$ cat src/include/extract_pkg.sv
package extract_pkg;

    // ------------------------------------------------------------------
    // Instruction word layout
    // ------------------------------------------------------------------
    localparam logic [5:0]  OPC_THIRD_SPECIAL   = 6'h1F;
    localparam logic [5:0]  FN_EXTRACT_GROUP    = 6'h38;
    localparam logic [4:0]  MINOR_EXTRACT_FIXED = 5'h02;
    localparam logic [4:0]  MINOR_FIXED_ADVANCE = 5'h0A;
    localparam logic [4:0]  MINOR_VAR_ADVANCE   = 5'h0B;
    localparam int          OPC_HI              = 31;
    localparam int          OPC_LO              = 26;
    localparam int          SIZE_HI             = 25;
    localparam int          SIZE_LO             = 21;
    localparam int          DEST_HI             = 20;
    localparam int          DEST_LO             = 16;
    localparam int          SUM_HI              = 12;
    localparam int          SUM_LO              = 11;
    localparam int          MINOR_HI            = 10;
    localparam int          MINOR_LO            = 6;
    localparam int          FN_HI               = 5;
    localparam int          FN_LO               = 0;

    // ------------------------------------------------------------------
    // Control register layout
    // ------------------------------------------------------------------
    localparam int          POS_HI              = 5;
    localparam int          POS_LO              = 0;
    localparam int          FAIL_BIT            = 14;
    localparam int          OUFLAG_HI           = 23;
    localparam int          OUFLAG_LO           = 16;
    localparam logic [5:0]  POS_MAX             = 6'h3F;
    localparam logic [31:0] CTRL_RESET          = 32'h0000_0000;
    localparam logic [31:0] CTRL_WMASK          = 32'h00FF_403F;

    // ------------------------------------------------------------------
    // APB map
    // ------------------------------------------------------------------
    localparam int          ADDR_W              = 12;
    localparam logic [11:0] ADDR_CTRL           = 12'h000;
    localparam logic [11:0] ADDR_COUNT          = 12'h004;

endpackage

$ cat src/hdl/field_extractor.sv
`timescale 1ns/100ps
module field_extractor
    import extract_pkg::*;
(
    input  wire logic [63:0] acc,      // Selected accumulator, upper || bottom
    input  wire logic [5:0]  pos,      // Field MSB position
    input  wire logic [4:0]  size,     // Field width minus one
    output logic      [31:0] field,    // Right-justified, zero-filled field
    output logic             ok,       // Extraction valid
    output logic      [5:0]  next_pos  // Pointer after an advancing extract
);
    logic [63:0] shifted;
    logic [31:0] mask;
    logic [5:0]  lsb;
    logic [6:0]  diff;

    always_comb begin
        lsb      = pos - {1'b0, size};
        // pos - (size+1) >= -1 is the same as pos >= size
        ok       = (pos >= {1'b0, size});
        shifted  = acc >> lsb;
        mask     = 32'hFFFF_FFFF >> (5'd31 - size);
        field    = shifted[31:0] & mask;
        diff     = {1'b0, pos} - {2'b00, size} - 7'd1;
        // Landing exactly at -1 wraps to the top position
        next_pos = (pos == {1'b0, size}) ? POS_MAX : diff[5:0];
    end
endmodule // field_extractor

$ cat src/hdl/accumulator_bitfield_extract.sv
// Added by the designer: the APB slave port and the address map.
`timescale 1ns/100ps
module accumulator_bitfield_extract
    import extract_pkg::*;
(
    input  wire logic              pclk,              // Core clock, 20 MHz
    input  wire logic              presetn,           // Async reset, active low
    input  wire logic              psel,              // APB select
    input  wire logic              penable,           // APB access phase
    input  wire logic              pwrite,            // APB write
    input  wire logic [ADDR_W-1:0] paddr,             // APB byte address
    input  wire logic [31:0]       pwdata,            // APB write data
    output logic      [31:0]       prdata,            // APB read data
    output logic                   pready,            // APB ready
    output logic                   pslverr,           // APB error, unmapped
    input  wire logic              instr_valid,       // Decoded instruction issued
    input  wire logic [31:0]       instr_word,        // Instruction word
    input  wire logic [31:0]       size_source_gpr,   // Source register value
    input  wire logic [31:0]       upper_word,        // Selected accumulator upper
    input  wire logic [31:0]       bottom_word,       // Selected accumulator bottom
    input  wire logic              ext_present,       // Extension implemented
    input  wire logic              ext_enabled,       // Extension enabled
    output logic      [1:0]        sum_register_index,// Accumulator selector
    output logic                   result_valid,      // Write-back pulse
    output logic      [4:0]        dest_gpr,          // Destination register index
    output logic      [31:0]       dest_data,         // Destination register data
    output logic                   extract_fail,      // Failure of this result
    output logic                   reserved_exc,      // Reserved-instruction pulse
    output logic                   disabled_exc,      // Disabled-extension pulse
    output logic      [31:0]       signal_proc_control_register // Control reg
);
    // ------------------------------------------------------------------
    // Decode
    // ------------------------------------------------------------------
    logic        is_group;
    logic        is_fixed;
    logic        is_fix_adv;
    logic        is_var_adv;
    logic        issue;
    logic        advance;
    logic [4:0]  size_sel;
    logic [63:0] acc_pair;
    logic [31:0] field;
    logic        ok;
    logic [5:0]  next_pos;

    always_comb begin
        is_group   = (instr_word[OPC_HI:OPC_LO] == OPC_THIRD_SPECIAL)
                   && (instr_word[FN_HI:FN_LO] == FN_EXTRACT_GROUP);
        is_fixed   = is_group && (instr_word[MINOR_HI:MINOR_LO] == MINOR_EXTRACT_FIXED);
        is_fix_adv = is_group && (instr_word[MINOR_HI:MINOR_LO] == MINOR_FIXED_ADVANCE);
        is_var_adv = is_group && (instr_word[MINOR_HI:MINOR_LO] == MINOR_VAR_ADVANCE);
        issue      = instr_valid && (is_fixed || is_fix_adv || is_var_adv)
                   && ext_present && ext_enabled;
        advance    = is_fix_adv || is_var_adv;
        size_sel   = is_var_adv ? size_source_gpr[4:0]
                                : instr_word[SIZE_HI:SIZE_LO];
        sum_register_index = instr_word[SUM_HI:SUM_LO];
        // Accumulators are only read here; no write path exists
        acc_pair   = {upper_word, bottom_word};
    end

    field_extractor u_field (
        .acc      (acc_pair),
        .pos      (signal_proc_control_register[POS_HI:POS_LO]),
        .size     (size_sel),
        .field    (field),
        .ok       (ok),
        .next_pos (next_pos)
    );

    // ------------------------------------------------------------------
    // Write-back and exceptions
    // ------------------------------------------------------------------
    logic        result_valid_nxt;
    logic [4:0]  dest_gpr_nxt;
    logic [31:0] dest_data_nxt;
    logic        extract_fail_nxt;
    logic        reserved_exc_nxt;
    logic        disabled_exc_nxt;
    logic        ours;

    always_comb begin
        ours             = instr_valid && (is_fixed || is_fix_adv || is_var_adv);
        result_valid_nxt = issue;
        dest_gpr_nxt     = issue ? instr_word[DEST_HI:DEST_LO] : dest_gpr;
        // Failed extracts still write the raw field; the value is don't-care
        dest_data_nxt    = issue ? field : dest_data;
        extract_fail_nxt = issue ? !ok : extract_fail;
        // Exceptions hang only on implementation and enable, never on data
        reserved_exc_nxt = ours && !ext_present;
        disabled_exc_nxt = ours && ext_present && !ext_enabled;
    end

    always_ff @(posedge pclk or negedge presetn) begin
        if (!presetn) begin
            result_valid <= 1'b0;
            dest_gpr     <= 5'h00;
            dest_data    <= 32'h0000_0000;
            extract_fail <= 1'b0;
            reserved_exc <= 1'b0;
            disabled_exc <= 1'b0;
        end else begin
            result_valid <= result_valid_nxt;
            dest_gpr     <= dest_gpr_nxt;
            dest_data    <= dest_data_nxt;
            extract_fail <= extract_fail_nxt;
            reserved_exc <= reserved_exc_nxt;
            disabled_exc <= disabled_exc_nxt;
        end
    end

    // ------------------------------------------------------------------
    // Control register and APB slave
    // ------------------------------------------------------------------
    logic [31:0] ctrl_r;
    logic [31:0] ctrl_nxt;
    logic [31:0] count_r;
    logic [31:0] count_nxt;
    logic [31:0] prdata_r;
    logic [31:0] prdata_nxt;
    logic        mapped;
    logic        wr_ctrl;

    always_comb begin
        mapped   = (paddr == ADDR_CTRL) || (paddr == ADDR_COUNT);
        wr_ctrl  = psel && penable && pwrite && (paddr == ADDR_CTRL);
        ctrl_nxt = ctrl_r;
        if (wr_ctrl) begin
            ctrl_nxt = pwdata & CTRL_WMASK;
        end
        // An instruction in the same cycle wins over software for its fields
        if (issue) begin
            ctrl_nxt[FAIL_BIT] = !ok;
            if (advance && ok) begin
                ctrl_nxt[POS_HI:POS_LO] = next_pos;
            end
        end
        // Fixed extracts and failures leave the pointer; extracts never touch ouflag, only software writes do
        count_nxt  = issue ? count_r + 32'h0000_0001 : count_r;
        prdata_nxt = prdata_r;
        if (psel && !penable && !pwrite) begin
            prdata_nxt = (paddr == ADDR_CTRL)  ? ctrl_r  :
                         (paddr == ADDR_COUNT) ? count_r : 32'h0000_0000;
        end
    end

    always_ff @(posedge pclk or negedge presetn) begin
        if (!presetn) begin
            ctrl_r   <= CTRL_RESET;
            count_r  <= 32'h0000_0000;
            prdata_r <= 32'h0000_0000;
        end else begin
            ctrl_r   <= ctrl_nxt;
            count_r  <= count_nxt;
            prdata_r <= prdata_nxt;
        end
    end

    assign prdata  = prdata_r;
    assign pready  = 1'b1;
    assign pslverr = psel && penable && !mapped;
    assign signal_proc_control_register = ctrl_r;

    // ------------------------------------------------------------------
    // Checks
    // ------------------------------------------------------------------
    logic [63:0] acc_q;
    logic [5:0]  pos_q;
    logic [4:0]  size_q;
    logic        adv_q;
    logic        fixed_q;
    logic        wr_q;

    always_ff @(posedge pclk or negedge presetn) begin
        if (!presetn) begin
            acc_q   <= 64'h0000_0000_0000_0000;
            pos_q   <= 6'h00;
            size_q  <= 5'h00;
            adv_q   <= 1'b0;
            fixed_q <= 1'b0;
            wr_q    <= 1'b0;
        end else begin
            acc_q   <= acc_pair;
            pos_q   <= ctrl_r[POS_HI:POS_LO];
            size_q  <= size_sel;
            adv_q   <= issue && advance;
            fixed_q <= issue && is_fixed;
            wr_q    <= wr_ctrl;
        end
    end
endmodule // accumulator_bitfield_extract

$ cat config.mk
export PLATFORM = sky130hd
export DESIGN_NAME = accumulator_bitfield_extract
export DESIGN_NICKNAME = d
export VERILOG_FILES = /design/src/include/extract_pkg.sv /design/src/hdl/field_extractor.sv /design/src/hdl/accumulator_bitfield_extract.sv
export SDC_FILE = /design/constraint.sdc
export NUM_CORES = 1
export LEC_CHECK = 0
export ABC_CLOCK_PERIOD_IN_PS = 4300
export BUFFER_PORTS_ARGS = -buffer_cell sky130_fd_sc_hd__buf_2
export CAP_MARGIN = 20
export CORE_MARGIN = 3
export CORE_UTILIZATION = 40
export DETAILED_ROUTE_END_ITERATION = 12
export PLACE_DENSITY = 0.74
export SYNTH_ARGS = -nofsm -noshare
export SYNTH_HDL_FRONTEND = slang
export SYNTH_HIERARCHICAL = 1
export SYNTH_SLANG_ARGS = --single-unit
$ cat constraint.sdc
create_clock -name pclk -period 4.3 [get_ports pclk]
set_input_delay 0.645 -clock pclk [delete_from_list [all_inputs] [get_ports pclk]]
set_output_delay 0.645 -clock pclk [all_outputs]
set_load 0.02 [all_outputs]
## After elaboration in Yosys (flattened, before gate mapping)

Index checks and enable logic that the tools add are counted.

| word-level totals | value |
|---|---|
| register bits after elaboration | 120 |

| operators by class | value |
|---|---|
| bitwise gates (word level) | 1 |
| add/sub/neg operators | 5 |
| shifts and indexed selects | 2 |
| $lt $le $gt $ge | 1 |
| equal/unequal tests | 7 |
| reduce and logical (&&, ||, !) cells | 28 |
| muxes and demuxes | 8 |

Operators with widths:

| operator | count |
|---|---|
| 2-to-1 mux 32 bit | 2 |
| right shift 64 x 6 -> 32 bit | 1 |
| adder 32 x 1 -> 32 bit, second input constant | 1 |
| AND 32 bit | 1 |
| right shift 32 x 5 -> 32 bit, first input constant | 1 |
| 2-to-1 mux 6 bit | 3 |
| logical AND 1 bit | 16 |
| 2-to-1 mux 15 bit | 1 |
| == test 12 x 3 -> 1 bit, second input constant | 1 |
| logical NOT 12 bit | 1 |
| subtractor 6 x 5 -> 6 bit | 2 |
| == test 5 x 4 -> 1 bit, second input constant | 2 |
| == test 6 x 5 -> 1 bit | 1 |
| == test 6 x 5 -> 1 bit, second input constant | 1 |
| == test 6 bit, second input constant | 1 |
| greater-or-equal comparator 6 x 5 -> 1 bit | 1 |
| logical NOT 1 bit | 6 |
| subtractor 6 x 1 -> 6 bit, second input constant | 1 |
| == test 5 x 2 -> 1 bit, second input constant | 1 |
| 2-to-1 mux 5 bit | 1 |
| subtractor 5 bit, first input constant | 1 |
| logical OR 1 bit | 4 |
| nonzero test 2 bit | 1 |
| 2-to-1 mux 1 bit | 1 |

## Depth between registers and ports, before layout

| logic depth | value |
|---|---|
| depth after elaboration | 9 |
| mapped depth | 18 |

## By module

The synthesis kept the hierarchy.

Modules (own cells, without submodules):

| module | area each (um^2) | cells an instance | times used | sequential area each (um^2) |
|---|---|---|---|---|
| accumulator_bitfield_extract | 5516.5 | 436 | 1 | 3002.9 |
| field_extractor | 4924.7 | 568 | 1 | 0.0 |

## Worst setup path before layout

No wires, ideal clock.

| path | value |
|---|---|
| path type | input -> register |
| start | input port instr_word[10] |
| end | register dest_data[4] |
| library setup time | 125 ps |
| data required time | 4175 ps |
| slack | -123 ps |
| buffers on the path | 3 |
| stages on the path | 16 |
| arrival | 4298 ps |
| path through | nand4bb_1 > nor3_1 > nand3_1 > mux2_2 > clkbuf_1 > clkinv_1 > ha_1 > buf_6 > a21o_2 > or3_1 > buf_4 > nand2_8 > mux2_2 > a211oi_1 > a221oi_2 > mux2_2 |

| on the way | value |
|---|---|
| elaborated cells between the ends (all ways) | 17 |
| those cells by class | add/sub: 2; eq/ne: 3; shift: 2; mux: 1; bitwise: 1; reduce/logical: 8 |

RTL lines:

| element | RTL line | RTL |
|---|---|---|
| start, declared | accumulator_bitfield_extract.sv:17 | `input wire logic [31:0] instr_word,` |
| == test 5 x 4 -> 1 bit (*) | accumulator_bitfield_extract.sv:52 | `is_var_adv = is_group && (instr_word[MINOR_HI:MINOR_LO] == MINOR_VAR_ADVANCE);` |
| logical AND 1 bit (*) | accumulator_bitfield_extract.sv:52 |  |
| 2-to-1 mux 5 bit (*) | accumulator_bitfield_extract.sv:56 | `size_sel = is_var_adv ? size_source_gpr[4:0]` |
| named net size_sel[2] | accumulator_bitfield_extract.sv:41 | `logic [4:0] size_sel;` |
| subtractor 6 x 5 -> 6 bit or subtractor 5 bit (tied branches) | field_extractor.sv:18, field_extractor.sv:22 |  |
| right shift 64 x 6 -> 32 bit or right shift 32 x 5 -> 32 bit (tied branches) | field_extractor.sv:21, field_extractor.sv:22 |  |
| AND 32 bit (*) | field_extractor.sv:23 | `field = shifted[31:0] & mask;` |
| named net field[4] | accumulator_bitfield_extract.sv:43 | `logic [31:0] field;` |
| end signal, assigned | accumulator_bitfield_extract.sv:106 | `dest_data <= dest_data_nxt;` |
| end, declared | accumulator_bitfield_extract.sv:26 | `output logic [31:0] dest_data,` |

Mark *: on every way through the listed nets, which the timed path passes. The rest lies on a longest branch.
A chain may end at the register's enable or synchronous reset.

## Worst setup path in the final report

| path | value |
|---|---|
| start | input port instr_word[31] |
| end | register dest_data[14] |

| on the way | value |
|---|---|
| elaborated cells between the ends (all ways) | 16 |
| those cells by class | add/sub: 2; eq/ne: 1; shift: 2; mux: 1; bitwise: 1; reduce/logical: 9 |

RTL lines:

| element | RTL line | RTL |
|---|---|---|
| == test 6 x 5 -> 1 bit (*) | accumulator_bitfield_extract.sv:48 | `is_group = (instr_word[OPC_HI:OPC_LO] == OPC_THIRD_SPECIAL)` |
| logical AND 1 bit (*) | accumulator_bitfield_extract.sv:49 | `&& (instr_word[FN_HI:FN_LO] == FN_EXTRACT_GROUP);` |
| logical AND 1 bit (*) | accumulator_bitfield_extract.sv:52 |  |
| 2-to-1 mux 5 bit (*) | accumulator_bitfield_extract.sv:56 |  |
| named net size_sel[0] | accumulator_bitfield_extract.sv:41 |  |
| subtractor 6 x 5 -> 6 bit or subtractor 5 bit (tied branches) | field_extractor.sv:18, field_extractor.sv:22 |  |
| right shift 64 x 6 -> 32 bit or right shift 32 x 5 -> 32 bit (tied branches) | field_extractor.sv:21, field_extractor.sv:22 |  |
| AND 32 bit (*) | field_extractor.sv:23 |  |
| named net field[14] | accumulator_bitfield_extract.sv:43 |  |

Marks and branches as above.

==> results.toml <==
[sta]
hold_viol = 0
rsz0062_at_grt = "yes"
tns_ns = -9.23
tightestPinTransition_ns = 0.997
fin_crit_ns = 4.69
setup_viol = 32
fmax_mhz = 213
relSlewSlack_pct = 33.5
min_period_over_period_pct = 109
setup_slack_ns = -0.392
drv_slew = 0
fin_hold_ws_ns = 0.385
fin_skew_ns = 0.0113

[synth]
synth.cell_area_mm2 = 0.0104
async_flop_share_pct = 100
synth_common_cells = "mux2i_1 (152), dfrtp_1 (120), mux2_2 (96)"
yosys-top-cells-area = "dfrtp_1 (29%), mux2i_1 (15%), mux2_2 (10%), mux4_2 (6.9%), nand2_1 (2.9%)"
yosysTopAreaCellShare_pct = 28.8
ys.flop_type = "dfrtp_1"
synthCells = 1004
yosys_warnings = 6
yosysMostFrequentCell = "mux2i_1"
syn_area_per_cell_um2 = 10.4
synth_area_leader_cell = "dfrtp_1"
yosysSeqAreaShare_pct = 28.8
ys_types = 84
synth_edf_count = 0
synth-seq-cells = 120

[worst_setup_path]
rr_worst_depth = 12
cp_max_fo = 8
reg2reg_from = "signal_proc_control_register[1]"
cpPeakStageDelay_ns = 0.91
arrival_ns = 4.99
path_cells = "buf_6 > nand4bb_4 > nor3_2 > nand3_1 > buf_6 > mux2_4 > ha_4 > fa_4 > buf_12 > buf_12 > buf_12 > mux2i_4 > mux4_2 > buf_4 > mux2i_1 > a32oi_1 > a31oi_2 > mux2_4"
reg2reg_to = "dest_data[14]"
cp-start-kind = "input pin"
crit_type = "input pin to flop"
worstSetupEndpointType = "flop"
regToRegSetupSlack_ns = 0.55
cp_slowest_cell = "fa_4"
cp_data_required_time_ns = 4.60
cp_common_cell = "buf_12"

[final_layout]
fin_nets = 1547
drive_gt1_share_pct = 52.6
instances_no_fill = 1701
syn_to_final_growth_pct = 40.3

[floorplan]
fp.dieH_um = 168
dieWidth_um = 168
initial_core_util_pct = 41.1
die-area_mm2 = 0.0281
io_pins = 289
num_rows = 58
core_mm2 = 0.0254

[clocking]
cts_buffers = 17
cts_tree = "built"
htreeDepth = 4
cts_root_buf = "clkbuf_16"
clockBufferDepth = 2
clock_latency_ns = 0.42
clkTransAtPathRegs_ns = 0.06
hold_buffers = 0
cts.sinks = 120

[grt]
grt_use_total_pct = 25.2
grt_antenna_before_repair = 1
grt.overflow.total = 0
grt_pass1_vias = 10021
grt_pass1_wl_um = 56900
grt_max_degree = 80

[place]
dpl.hpwl_um = 27200
io_buffers = 219
dp.cells = 1623
routabilityCongestion = 1.00
post-place-ws_ns = -0.730

[run_status]
status = "finished, violations left"
violations = "negative setup slack"

[power_and_ir_drop]
power.density_mw_per_mm2 = 281
leakagePower_nw = 7.03
finalPower_mw = 4.11
ir_drop_uv = 207

[drt]
drt_iter0_drc = 939
postRouteAntennaNets = 0
via_count = 10260
routedWlPerCell_um = 22.3
via_per_inst = 6.03
routed_wl_um = 37900
firstDrtPassIters = 6
drc = 0

[job]
cap_violations = 0

[hold_path]
holdCritPathClass = "input pin to async pin"
[worst max-delay path by stage]
stage                        start  cells past startpoint       endpoint
finish              instr_word[31]                     18  dest_data[14]
global route        instr_word[31]                     19  dest_data[20]
CTS                  instr_word[8]                     17   dest_data[1]
detailed placement   instr_word[8]                     16   dest_data[4]
global placement     instr_word[8]                     17  dest_data[31]
floorplan            instr_word[0]                     14   dest_data[4]
[worst max-delay path, delay by kind of cell]
| kind | cells | cell delay, ns |
|---|---|---|
| adder cells (fa/ha/maj) | 2 | 1.07 |
| AO/OA/AOI/OAI | 2 | 0.40 |
| multiplexers | 5 | 1.34 |
| AND/OR/NAND/NOR | 3 | 0.64 |
| buffers and inverters | 6 | 0.87 |
[cells in the final DEF (no fill, tap or decap), drive strengths merged, types with 4 or more instances in the layout]
master / count
a311oi: 4
xor2: 31
or3: 7
a21oi: 42
mux2i: 152
nand3: 32
nor2: 27
a32oi: 4
nand2: 83
and2: 5
a31oi: 9
a2111oi: 6
mux2: 107
and4: 9
clkinv: 4
inv: 24
a211oi: 26
ha: 8
conb: 18
nand4: 18
nor4: 23
dfrtp: 120
nor3: 37
xnor2: 7
a22oi: 4
buf: 411
o41ai: 5
a22o: 17
clkbuf: 18
mux4: 32
o21ai: 28
and3: 5
[stage by stage]
step | utilization (%) | area (um^2)
6_report | 57.7 | 14700
5_1_grt | 57.7 | 14700
4_1_cts | 55.3 | 14100
3_5_place_dp | 49.7 | 12600
3_3_place_gp | 49.7 | 12600
2_1_floorplan | - | 10500
[repair_timing]
item,CTS,global route
cloned,1,1
pin swaps,23,36
setup buffers,39,12
setup endpoints to repair,32,38
resized for setup,102,103
[cells by family after synthesis]
group / Yosys count / share of synthesized area [%]
adder cells (fa/ha/maj): 10 / 1.34
buffers and inverters: 110 / 7.20
flip-flops: 120 / 28.8
XOR/XNOR: 38 / 3.48
other: 2 / 0.0719
AO/OA/AOI/OAI: 170 / 11.8
multiplexers: 291 / 33.1
AND/OR/NAND/NOR: 263 / 14.2
[state kept, by name, summed over array words and instances (netlist names)]
| register | cells |
|---|---|
| count_r | 32 |
| dest_data | 32 |
| dest_gpr | 5 |
| disabled_exc | 1 |
| extract_fail | 1 |
| prdata | 32 |
| reserved_exc | 1 |
| result_valid | 1 |
| signal_proc_control_register | 15 |
[routing by layer]
layer / track usage, % / share of wire, %
met3: 5.03 / 7.7
met2: 42.9 / 49
met4: 7.15 / 3.1
met1: 32.6 / 40
met5: 0 / 0
[report_power, final]
group	switching, mW	total, mW	internal, mW
Combinational	0.759	1.45	0.692
Sequential	0.000295	1.13	1.13
Clock	0.595	1.53	0.939
Total	1.35	4.11	2.76
[layout make-up]
type	instances	area (um^2)
clock buffer	17	425
clock inverter	15	203
inverter	16	61.3
tap	330	413
multi-input combinational	790	7680
timing repair buffer	412	2860
fill	2092	10700
antenna	1	2.50
sequential	120	3000
(Power assumes the default switching activity.)
